**config.mk**
```make
export PLATFORM = sky130hd
export DESIGN_NAME = adcsq_top
export DESIGN_NICKNAME = d
export VERILOG_FILES = /design/src/design/adcsq_result_mem.v /design/src/design/adcsq_top.v
export VERILOG_INCLUDE_DIRS = /design/src /design/src/design
export SDC_FILE = /design/constraint.sdc
export NUM_CORES = 1
export LEC_CHECK = 0
export CAP_MARGIN = 20
export CORE_ASPECT_RATIO = 0.6
export CORE_MARGIN = 2
export CORE_UTILIZATION = 35
export CTS_CLUSTER_SIZE = 16
export DETAILED_ROUTE_END_ITERATION = 16
export DONT_BUFFER_PORTS = 1
export GPL_ROUTABILITY_DRIVEN = 0
export GPL_TIMING_DRIVEN = 1
export SLEW_MARGIN = 15
export SYNTH_ARGS = -nofsm -noshare
export SYNTH_HDL_FRONTEND = slang
export SYNTH_SLANG_ARGS = --single-unit
```
**constraint.sdc**
```tcl
create_clock -name sys_clk -period 2.5 [get_ports sys_clk]
set_input_delay 0.625 -clock sys_clk [delete_from_list [all_inputs] [get_ports sys_clk]]
set_output_delay 0.625 -clock sys_clk [all_outputs]
set_load 0.05 [all_outputs]
```
**src/design/adcsq_defs.vh**
```
// Notes on behaviour
// RULE_01: Control write aborts sequence; only a start register write starts one
// RULE_02: Length codes 1-7 literal; zero or top bit gives 8
// RULE_03: Reset length is four conversions
// RULE_04: Non-FIFO: Nth result into Nth slot
// RULE_05: FIFO: slot counter persists across sequences
// RULE_06: FIFO scan wraps slot counter to first
// RULE_07: Slot counter readable in status field
// RULE_08: Abort or control-write start clears slot counter
// RULE_09: Start register sequence lands in first slot
// RULE_10: One conversion-done flag per result slot
// RULE_11: Software uses FIFO only with scan/trigger
// RULE_12: Freeze 00 continue, 11 halt immediately
// RULE_13: Freeze 10 finishes conversion, then halts
// RULE_14: Fast clear: result access clears its flag
// RULE_15: Reserved freeze code 01 behaves as 00
`ifndef ADCSQ_DEFS_VH
`define ADCSQ_DEFS_VH

// Register indices; byte address is four times the index
`define ADCSQ_IDX_AUX 6'h02
`define ADCSQ_IDX_CTRL 6'h03
`define ADCSQ_IDX_START 6'h05
`define ADCSQ_IDX_STAT0 6'h06
`define ADCSQ_IDX_FLAGS 6'h07
`define ADCSQ_IDX_IRQ_ST 6'h08
`define ADCSQ_IDX_IRQ_MASK 6'h09
`define ADCSQ_IDX_RES_BASE 6'h10
`define ADCSQ_IDX_RES_MSB 3

// Control register fields
`define ADCSQ_CTRL_RESET 7'h20
`define ADCSQ_CTRL_LEN_MSB 6
`define ADCSQ_CTRL_LEN_LSB 3
`define ADCSQ_CTRL_FIFO 2
`define ADCSQ_CTRL_FRZ_MSB 1

// Auxiliary and start register fields
`define ADCSQ_AUX_FFC 6
`define ADCSQ_START_SCAN 0

// Freeze codes
`define ADCSQ_FRZ_CONT 2'h0
`define ADCSQ_FRZ_RSVD 2'h1
`define ADCSQ_FRZ_FINISH 2'h2
`define ADCSQ_FRZ_NOW 2'h3

// Interrupt status bits
`define ADCSQ_IRQ_SEQ 0
`define ADCSQ_IRQ_CONV 1
`define ADCSQ_IRQ_W 2

// Result storage
`define ADCSQ_SLOTS 8
`define ADCSQ_SLOT_W 3
`define ADCSQ_RES_W 10
`define ADCSQ_LEN_MAX 4'h8

`endif

```
**src/design/adcsq_result_mem.v**
```verilog
`timescale 1ns/1ns
module adcsq_result_mem
(
  input wire sys_clk,
  input wire wr_en,
  input wire [2:0] wr_addr,
  input wire [9:0] wr_data,
  input wire [2:0] rd_addr,
  output reg [9:0] rd_data
);

reg [9:0] mem [0:7];

// No reset: contents are only valid once the matching flag is set
always @(posedge sys_clk)
begin
  if (wr_en)
  begin
    mem[wr_addr] <= wr_data;
  end
  rd_data <= mem[rd_addr];
end

endmodule

```
**src/design/adcsq_top.v**
```verilog
// The Wishbone register port is this design's own decision.
`timescale 1ns/1ns
`include "adcsq_defs.vh"
module adcsq_top
(
  input wire sys_clk,
  input wire rstn,
  input wire wb_cyc_i,
  input wire wb_stb_i,
  input wire wb_we_i,
  input wire [7:0] wb_adr_i,
  input wire [3:0] wb_sel_i,
  input wire [31:0] wb_dat_i,
  output reg [31:0] wb_dat_o,
  output wire wb_ack_o,
  input wire dbg_freeze,
  input wire conv_busy,
  input wire conv_done,
  input wire [9:0] conv_result,
  output wire conv_run,
  output reg seq_abort,
  output wire [2:0] result_slot_counter,
  output wire irq
);

localparam ST_IDLE = 2'b01;
localparam ST_RUN = 2'b10;

// Sequence length from the four length bits
function [3:0] adcsq_seq_len;
  input [3:0] code;
  begin
    if (code[3] || code == 4'h0)
    begin
      adcsq_seq_len = `ADCSQ_LEN_MAX;
    end
    else
    begin
      adcsq_seq_len = {1'b0, code[2:0]};
    end
  end
endfunction

// Index match, shared by the write strobes and read arming
function adcsq_sel;
  input [5:0] index;
  input [5:0] target;
  begin
    adcsq_sel = (index == target);
  end
endfunction

reg [6:0] ctrl_reg;
reg fast_clear_reg;
reg scan_reg;
reg [1:0] state_reg;
reg [1:0] state_next;
reg [2:0] slot_reg;
reg [2:0] slot_next;
reg [3:0] seq_cnt_reg;
reg [3:0] seq_cnt_next;
reg [7:0] done_flag_reg;
reg [7:0] done_flag_next;
reg [7:0] armed_reg;
reg [7:0] armed_next;
reg seq_complete_reg;
reg [1:0] irq_st_reg;
reg [1:0] irq_st_next;
reg [1:0] irq_mask_reg;
reg busy_reg;
reg ack_reg;
reg seq_end;
reg halt;

wire [9:0] mem_rd_data;
wire [5:0] idx;
wire access;
wire wr_acc;
wire rd_acc;
wire ctrl_write;
wire start_write;
wire res_hit;
wire [2:0] res_slot;
wire [3:0] seq_len;
wire [1:0] frz_code;
wire fifo_mode;
wire take_result;
wire aux_write;
wire len_write;
wire irq_st_write;
wire mask_write;
wire flags_read;

assign idx = wb_adr_i[7:2];
// Request is registered one cycle, taken the next, and acked the cycle after
assign access = wb_cyc_i & wb_stb_i & busy_reg & ~ack_reg;
assign wr_acc = access & wb_we_i & wb_sel_i[0];
assign rd_acc = access & ~wb_we_i;
// Result slots fill one aligned block of eight indices
assign res_hit = ((idx & 6'h38) == `ADCSQ_IDX_RES_BASE);
assign res_slot = idx[2:0];
assign aux_write = wr_acc & adcsq_sel(idx, `ADCSQ_IDX_AUX);
assign len_write = wr_acc & adcsq_sel(idx, `ADCSQ_IDX_CTRL);
assign start_write = wr_acc & adcsq_sel(idx, `ADCSQ_IDX_START);
assign irq_st_write = wr_acc & adcsq_sel(idx, `ADCSQ_IDX_IRQ_ST);
assign mask_write = wr_acc & adcsq_sel(idx, `ADCSQ_IDX_IRQ_MASK);
assign flags_read = rd_acc & adcsq_sel(idx, `ADCSQ_IDX_FLAGS);
// Every control write aborts; only the start register restarts
assign ctrl_write = aux_write | len_write | start_write; // RULE_01
assign wb_ack_o = ack_reg;
assign seq_len = adcsq_seq_len(ctrl_reg[`ADCSQ_CTRL_LEN_MSB:
                                        `ADCSQ_CTRL_LEN_LSB]); // RULE_02
assign frz_code = ctrl_reg[`ADCSQ_CTRL_FRZ_MSB:0];
assign fifo_mode = ctrl_reg[`ADCSQ_CTRL_FIFO];
assign result_slot_counter = slot_reg; // RULE_07
// A result racing a control write is dropped with the aborted sequence
assign take_result = conv_done & (state_reg == ST_RUN) & ~ctrl_write;
assign conv_run = (state_reg == ST_RUN) & ~halt;
assign irq = |(irq_st_reg & irq_mask_reg);

// Breakpoint response
always @*
begin
  case (frz_code)
    `ADCSQ_FRZ_NOW: halt = dbg_freeze; // RULE_12
    // Finish the running conversion first
    `ADCSQ_FRZ_FINISH: halt = dbg_freeze & ~conv_busy; // RULE_13
    `ADCSQ_FRZ_RSVD: halt = 1'b0; // RULE_15
    default: halt = 1'b0; // RULE_12
  endcase
end

// Sequence and slot counter
always @*
begin
  state_next = state_reg;
  slot_next = slot_reg;
  seq_cnt_next = seq_cnt_reg;
  seq_end = 1'b0;
  case (state_reg)
    ST_IDLE:
    begin
      state_next = ST_IDLE;
    end
    ST_RUN:
    begin
      if (take_result)
      begin
        if (seq_cnt_reg + 4'h1 >= seq_len)
        begin
          seq_end = 1'b1;
          seq_cnt_next = 4'h0;
          if (!scan_reg)
          begin
            state_next = ST_IDLE;
          end
        end
        else
        begin
          seq_cnt_next = seq_cnt_reg + 4'h1;
        end
        if (fifo_mode)
        begin
          // Natural 3-bit wrap past the last slot
          slot_next = slot_reg + 3'h1; // RULE_05 RULE_06
        end
        else if (seq_end)
        begin
          slot_next = 3'h0; // RULE_04
        end
        else
        begin
          slot_next = seq_cnt_next[2:0]; // RULE_04
        end
      end
    end
    default:
    begin
      state_next = ST_IDLE;
    end
  endcase
  if (ctrl_write)
  begin
    seq_cnt_next = 4'h0;
    slot_next = 3'h0; // RULE_08 RULE_09
    state_next = start_write ? ST_RUN : ST_IDLE; // RULE_01
  end
end

// Conversion-done flags
always @*
begin
  done_flag_next = done_flag_reg;
  armed_next = armed_reg;
  if (flags_read && !fast_clear_reg)
  begin
    armed_next = done_flag_reg;
  end
  if (rd_acc && res_hit)
  begin
    if (fast_clear_reg)
    begin
      done_flag_next[res_slot] = 1'b0; // RULE_14
    end
    else if (armed_reg[res_slot])
    begin
      done_flag_next[res_slot] = 1'b0; // RULE_14
      armed_next[res_slot] = 1'b0;
    end
  end
  // Set wins over a clear in the same cycle
  if (take_result)
  begin
    done_flag_next[slot_reg] = 1'b1; // RULE_10
    armed_next[slot_reg] = 1'b0;
  end
end

// Interrupt status, write one to clear, set wins
always @*
begin
  irq_st_next = irq_st_reg;
  if (irq_st_write)
  begin
    irq_st_next = irq_st_reg & ~wb_dat_i[`ADCSQ_IRQ_W-1:0];
  end
  if (seq_end)
  begin
    irq_st_next[`ADCSQ_IRQ_SEQ] = 1'b1;
  end
  if (take_result)
  begin
    irq_st_next[`ADCSQ_IRQ_CONV] = 1'b1;
  end
end

always @(posedge sys_clk or negedge rstn)
begin
  if (!rstn)
  begin
    ctrl_reg <= `ADCSQ_CTRL_RESET; // RULE_03
    fast_clear_reg <= 1'b0;
    scan_reg <= 1'b0;
    state_reg <= ST_IDLE;
    slot_reg <= 3'h0;
    seq_cnt_reg <= 4'h0;
    done_flag_reg <= 8'h00;
    armed_reg <= 8'h00;
    seq_complete_reg <= 1'b0;
    irq_st_reg <= 2'h0;
    irq_mask_reg <= 2'h0;
    seq_abort <= 1'b0;
    busy_reg <= 1'b0;
    ack_reg <= 1'b0;
  end
  else
  begin
    state_reg <= state_next;
    slot_reg <= slot_next;
    seq_cnt_reg <= seq_cnt_next;
    done_flag_reg <= done_flag_next;
    armed_reg <= armed_next;
    irq_st_reg <= irq_st_next;
    // One-cycle abort toward the converter on any control write
    seq_abort <= ctrl_write; // RULE_01 RULE_08
    if (ctrl_write)
    begin
      seq_complete_reg <= 1'b0;
    end
    else if (seq_end)
    begin
      seq_complete_reg <= 1'b1;
    end
    if (len_write)
    begin
      ctrl_reg <= wb_dat_i[6:0];
    end
    if (aux_write)
    begin
      fast_clear_reg <= wb_dat_i[`ADCSQ_AUX_FFC];
    end
    if (start_write)
    begin
      scan_reg <= wb_dat_i[`ADCSQ_START_SCAN];
    end
    if (mask_write)
    begin
      irq_mask_reg <= wb_dat_i[`ADCSQ_IRQ_W-1:0];
    end
    // Ack cycle frees busy, so a held request is not taken twice
    if (ack_reg)
    begin
      busy_reg <= 1'b0;
    end
    else if (wb_cyc_i && wb_stb_i)
    begin
      busy_reg <= 1'b1;
    end
    ack_reg <= access;
  end
end

// Read data register; unmapped indices read zero
always @(posedge sys_clk or negedge rstn)
begin
  if (!rstn)
  begin
    wb_dat_o <= 32'h00000000;
  end
  else if (rd_acc)
  begin
    if (res_hit)
    begin
      wb_dat_o <= {22'h000000, mem_rd_data};
    end
    else
    begin
      case (idx)
        `ADCSQ_IDX_CTRL: wb_dat_o <= {25'h0000000, ctrl_reg};
        `ADCSQ_IDX_AUX:
          wb_dat_o <= {25'h0000000, fast_clear_reg, 6'h00};
        `ADCSQ_IDX_START: wb_dat_o <= {31'h00000000, scan_reg};
        `ADCSQ_IDX_STAT0:
          wb_dat_o <= {24'h000000, seq_complete_reg,
                       state_reg == ST_RUN, 3'h0, slot_reg}; // RULE_07
        `ADCSQ_IDX_FLAGS: wb_dat_o <= {24'h000000, done_flag_reg};
        `ADCSQ_IDX_IRQ_ST: wb_dat_o <= {30'h00000000, irq_st_reg};
        `ADCSQ_IDX_IRQ_MASK: wb_dat_o <= {30'h00000000, irq_mask_reg};
        default: wb_dat_o <= 32'h00000000;
      endcase
    end
  end
end

adcsq_result_mem u_mem
(
  .sys_clk(sys_clk),
  .wr_en(take_result),
  .wr_addr(slot_reg),
  .wr_data(conv_result),
  .rd_addr(res_slot),
  .rd_data(mem_rd_data)
);

endmodule

```
# Yosys cells after proc, flatten, opt, wreduce, memory -nomap -nowiden
# Memories as Yosys holds them, arrays and structs flattened. A register that Yosys moved wholly into a read port is not among the register bits.
# Index checks and enable logic that the tools add are counted.
classes:
  n_addsub: 2
  multipliers: 0
  div_mod_pow: 0
  n_lt_le_gt_ge: 5
  n_eq_ne: 14
  shift: 0
  mux: 48
  bitwise: 32
  reduce_logical: 17
op_table:
  columns: ["operator", "count"]
  rows:
  - ["$mux W8", 9]
  - ["$pmux W8 S7", 1]
  - ["$and A8 B8 Y8", 3]
  - ["$mux W4", 5]
  - ["$eq A6 B3 Y1 const B", 3]
  - ["$and A1 B1 Y1", 16]
  - ["$mux W1", 16]
  - ["$not A8 Y8", 2]
  - ["$mux W3", 5]
  - ["$mux W2", 7]
  - ["$eq A6 B2 Y1 const B", 2]
  - ["$eq A6 B4 Y1 const B", 2]
  - ["$reduce_bool A2 Y1", 6]
  - ["$mux W10", 1]
  - ["$ne A3 B3 Y1 const B", 3]
  - ["$lt A3 B4 Y1 const B", 2]
  - ["$or A8 B8 Y8", 1]
  - ["$demux W1 S3", 2]
  - ["$eq A2 B2 Y1 const B", 3]
  - ["$ge A3 B1 Y1 const B", 2]
  - ["$logic_and A1 B1 Y1", 5]
  - ["$not A1 Y1", 5]
  - ["$add A4 B1 Y4 const B", 1]
  - ["$and A2 B2 Y2", 2]
  - ["13 further kinds", 14]
totals:
  register_bits: 74
  latchBits: 0
  mem_bits_rw: 80
  rom_bits: 0
  in_bits: 62
  out_inout_bits: 39
  elab_cells: 135
  n_memories: 1
mem_list:
  columns: ["memory", "depth", "width", "rd", "rd_ports_with_merged_regs", "write_ports", "line_no", "text"]
  rows:
  - ["u_mem.mem", 8, 10, 1, 1, 1, "adcsq_result_mem.v:12", "reg [9:0] mem [0:7];"]

# Depth between registers and ports, before layout
logic_depth:
  depth_word: 17
  ltp_mapped: 8
  mapped_depth_nobuf: 7

# Cells and area by module
# A second synthesis with hierarchy kept.
unflattened:
  cells_unflattened: 445
  area_unflattened_um2: 6398.6
by_module_without_submodules:
  columns: ["mod", "n_inst", "cells_per_inst", "area_each_um2", "seq_area_each_um2"]
  rows:
  - ["adcsq_result_mem", 1, 138, 3333.2, 2602.5]
  - ["adcsq_top", 1, 307, 3065.4, 1303.8]

# Least setup slack after synthesis
# No wires, ideal clock.
synth_timing:
  path_kind: "input-to-reg"
  startpoint: "input port wb_adr_i[3]"
  endpoint: "memory u_mem.mem[3][0], enable pin"
  setup_ps: 390
  arrival_time_ps: 2019
  slack_ps: 91
  path_stages: 5
  path_cell_list: "buf_4 > nand3b_1 > a2111oi_4 > buf_6 > nor4b_2"
synth_between:
  elab_chain_len: 8
  word_cells_on_any_way: 12
  cone_classes: "3 x eq/ne; 2 x mux; 7 x bitwise"
synth_rtl:
  columns: ["item", "line_no", "text"]
  rows:
  - ["start: declaration", "adcsq_top.v:11", "input wire [7:0] wb_adr_i,"]
  - ["$eq A6 B2 Y1", "adcsq_top.v:49", "adcsq_sel = (index == target);"]
  - ["$and A1 B1 Y1 (on tied branches)", "adcsq_top.v:102, adcsq_top.v:103", null]
  - ["$or A1 B1 Y1", "adcsq_top.v:109", "assign ctrl_write = aux_write | len_write | start_write;"]
  - ["$or A1 B1 Y1 *", "adcsq_top.v:109", null]
  - ["$not A1 Y1 *", "adcsq_top.v:117", "assign take_result = conv_done & (state_reg == ST_RUN) & ~ctrl_write;"]
  - ["$and A1 B1 Y1 *", "adcsq_top.v:117", null]
  - ["$mux W1 *", "adcsq_result_mem.v:17", "if (wr_en)"]
  - ["$mux W1 (not written as such) *", "adcsq_result_mem.v:19", "mem[wr_addr] <= wr_data;"]
  - ["end: declaration", "adcsq_result_mem.v:12", null]
# Mark *: on every way between the ends. The rest lies on a longest branch, timed or not.

# Worst setup path after layout
layout_timing:
  startpoint: "register state_reg[0]"
  endpoint: "memory u_mem.mem[1][8], enable pin"
layout_between:
  elab_chain_len: 5
layout_rtl:
  columns: ["item", "line_no", "text"]
  rows:
  - ["start: declaration", "adcsq_top.v:56", "reg [1:0] state_reg;"]
  - ["start signal: assignment", "adcsq_top.v:258", "state_reg <= state_next;"]
  - ["$eq A2 B2 Y1", "adcsq_top.v:117", null]
  - ["$and A1 B1 Y1 (2 in a row)", "adcsq_top.v:117", null]
  - ["$mux W1", "adcsq_result_mem.v:17", null]
  - ["$mux W1 (not written as such)", "adcsq_result_mem.v:19", null]
# Every way passes these cells.

==> reports/results.ini <==
[critical_path]
worst_ep_required_time_ps=2630
worst-setup-path-type=flip-flop to flip-flop
cp-end-kind=flip-flop
ff2ff_path_depth=4
arrival_ps=2510
crit_fanout=9
worstSetupStartpointType=flip-flop

[sta]
finalSetupViolCount=0
period_share_pct=95.2
post-route-min-period_ps=2380
maxSlewHeadroom_pct=31.9
fin_skew_ps=7.54
report.final.slew_viol_count=0
fmax_ghz=0.420
final-hold-violation-count=0
worst_pin_slew_ps=1010

[finish]
instances_no_fill=753
layout_common_cells=edfxtp_1, dfrtp_1, buf_4, conb_1, nor2_1
diodes=0
largestRegisters=u_mem.mem (80), u_mem.rd_data (10), wb_dat_o (10)
fin_nets=562
stdcell_area_um2=7580
syn2layout_area_growth_pct=13.8
drive_gt1_share_pct=26.6
final_common_cell=edfxtp_1
largest_reg_flops=80
fin_util_pct=40.2
max_flop_register=u_mem.mem

[grt]
grt_pass1_wl_um=25600
grt_start_max_net_pins=51
grt_overflow=0
grt_pass1_vias=4186
grt_use_total_pct=17.1
antenna_found_initial=0

[route]
num_vias=4205
avgViaCountPerCell=5.58
wl_per_cell_um=21.9
final_antenna_net_count=0
first_pass_iters=5
drc=0
drtIter0Drc=439
drt_wl_total_um=16500

[synth]
syn_area_um2=6660
syn_avg_cell_area_um2=14.2
ys_types=68
ys_seq_area_share_pct=58.7
synthArstFlopShare_pct=36.6
synth_edf_count=80
synth_ff_type=edfxtp_1
yosysWarnings=0
synth-seq-cells=142
postSynthCellCount=468

[clocking]
root_buffer=clkbuf_16
clk_path_buf_depth=2
cts_tree=done
h-tree-depth=4
clk_latency_ps=430
postCtsSetupBuffers=0
cts_buffers=17
clock-sinks=142
clk_pin_slew_worst_paths_ps=70

[die]
start_util_pct=35.3
die_area_um2=20200
ioPinCount=101
dieHeight_um=111
core_area_um2=18800
rows=39
die_w_um=182

[pwr]
peakVddDrop_v=0.000452
p_leak_nw=2.84
pwr_density_cell_nw_per_um2=714

[placement]
dpl-instance-area_um2=6980
dp_hpwl_um=11300
io_buffer_count=0
place_inst=720

[worst_hold_path]
hp-class=input pin to asynchronous set/reset pin

[flow_run]
cap_violations=0

[status]
status=complete, no violations

stage by stage:
| stage | TNS [ps] | setup WS [ps] | total power, mW | hold WS (ps) |
|---|---|---|---|---|
| floorplan | 0 | 91.1 | 3.08 | 329 |
| global placement | -972 | -103 | 3.10 | 331 |
| detailed placement | -2040 | -160 | 3.11 | 331 |
| CTS | 0 | 32.3 | 5.45 | 19.2 |
| global route | -2.80 | -2.80 | 5.59 | 17.4 |
| finish | 0 | 120 | 5.41 | 37.8 |
routing by layer:
| layer | part of all wire, % | global-route usage [%] | wire, um | vias up |
|---|---|---|---|---|
| met5 | 0 | 0 | 0 | - |
| met4 | 1.0 | 5.11 | 170 | 0 |
| met3 | 9.4 | 5.91 | 1540 | 16 |
| met2 | 42 | 22.4 | 6840 | 180 |
| met1 | 48 | 26.2 | 7910 | 2165 |
| li1 | - | - | - | 1844 |
synthesized netlist by cell type, drive strengths merged, types with 6 or more instances:
master,n,area share [%]
mux4,20,6.8
a21oi,18,1.4
dfxtp,10,3.0
inv,11,0.62
ha,6,1.1
nor2,22,1.3
dfrtp,50,19
nor3,7,0.68
nor4b,6,1.3
nand3b,7,0.79
clkbuf,6,0.34
nand2b,9,0.85
nand3,13,0.98
nand2,19,1.1
mux2,21,3.9
buf,41,4.4
and3,8,0.75
mux2i,9,1.4
nor4,6,0.98
edfxtp,80,36
a211oi,12,2.0
cell type report:
type / count / area [um^2]
multi-input combinational: 289 / 2500
sequential: 142 / 3910
inverter: 11 / 41.3
clock buffer: 17 / 425
clock inverter: 15 / 111
tap: 246 / 308
timing repair buffer: 33 / 280
fill: 1713 / 11300
what timing repair did:
item                                    4_1_cts  5_1_grt
hold endpoints to repair                     50        0
endpoints found under the setup margin        0       14
hold buffers                                  1        0
gates resized for setup                       0        2
power breakdown:
part	total (mW)	internal [mW]	switching, mW
Combinational	0.344	0.122	0.221
Sequential	2.74	2.54	0.200
Clock	2.32	1.28	1.05
worst paths after layout:
path                                                      end                      from  slack [ps]
min in group sys_clk                u_mem.mem[0][9]$_DFFE_PP_            conv_result[9]         290
max in group asynchronous  result_slot_counter[0]$_DFFE_PN0P_                      rstn        2200
min reg2reg                           wb_dat_o[8]$_DFFE_PN0N_  u_mem.rd_data[8]$_DFF_P_         430
max reg2reg                         u_mem.mem[1][8]$_DFFE_PP_  state_reg[0]$_DFFE_PN1P_         120
min                                   ctrl_reg[5]$_DFFE_PN1P_                      rstn          40
max                                 u_mem.mem[1][8]$_DFFE_PP_  state_reg[0]$_DFFE_PN1P_         120
logic make-up (layout without fill, tap and decap cells):
family                     count (synthesis)  count (layout)  synth area share [%]
AOI/OAI and AO/OA                         83              83                  10.4
DFF                                      142             142                  58.7
buffers and inverters                     58              76                  5.34
and+or+nand+nor                          126             126                  12.1
other                                      1              22                0.0563
adders and majority gates                  6               6                  1.13
xor gates and xnor gates                   2               2                 0.263
muxes                                     50              50                  12.0
critical path, cell delays in order (launching register included):
cell	delay, ps
dfstp_2	360
nand3b_1	360
buf_4	270
nor3_2	800
buf_4	300
(Power assumes the default switching activity.)
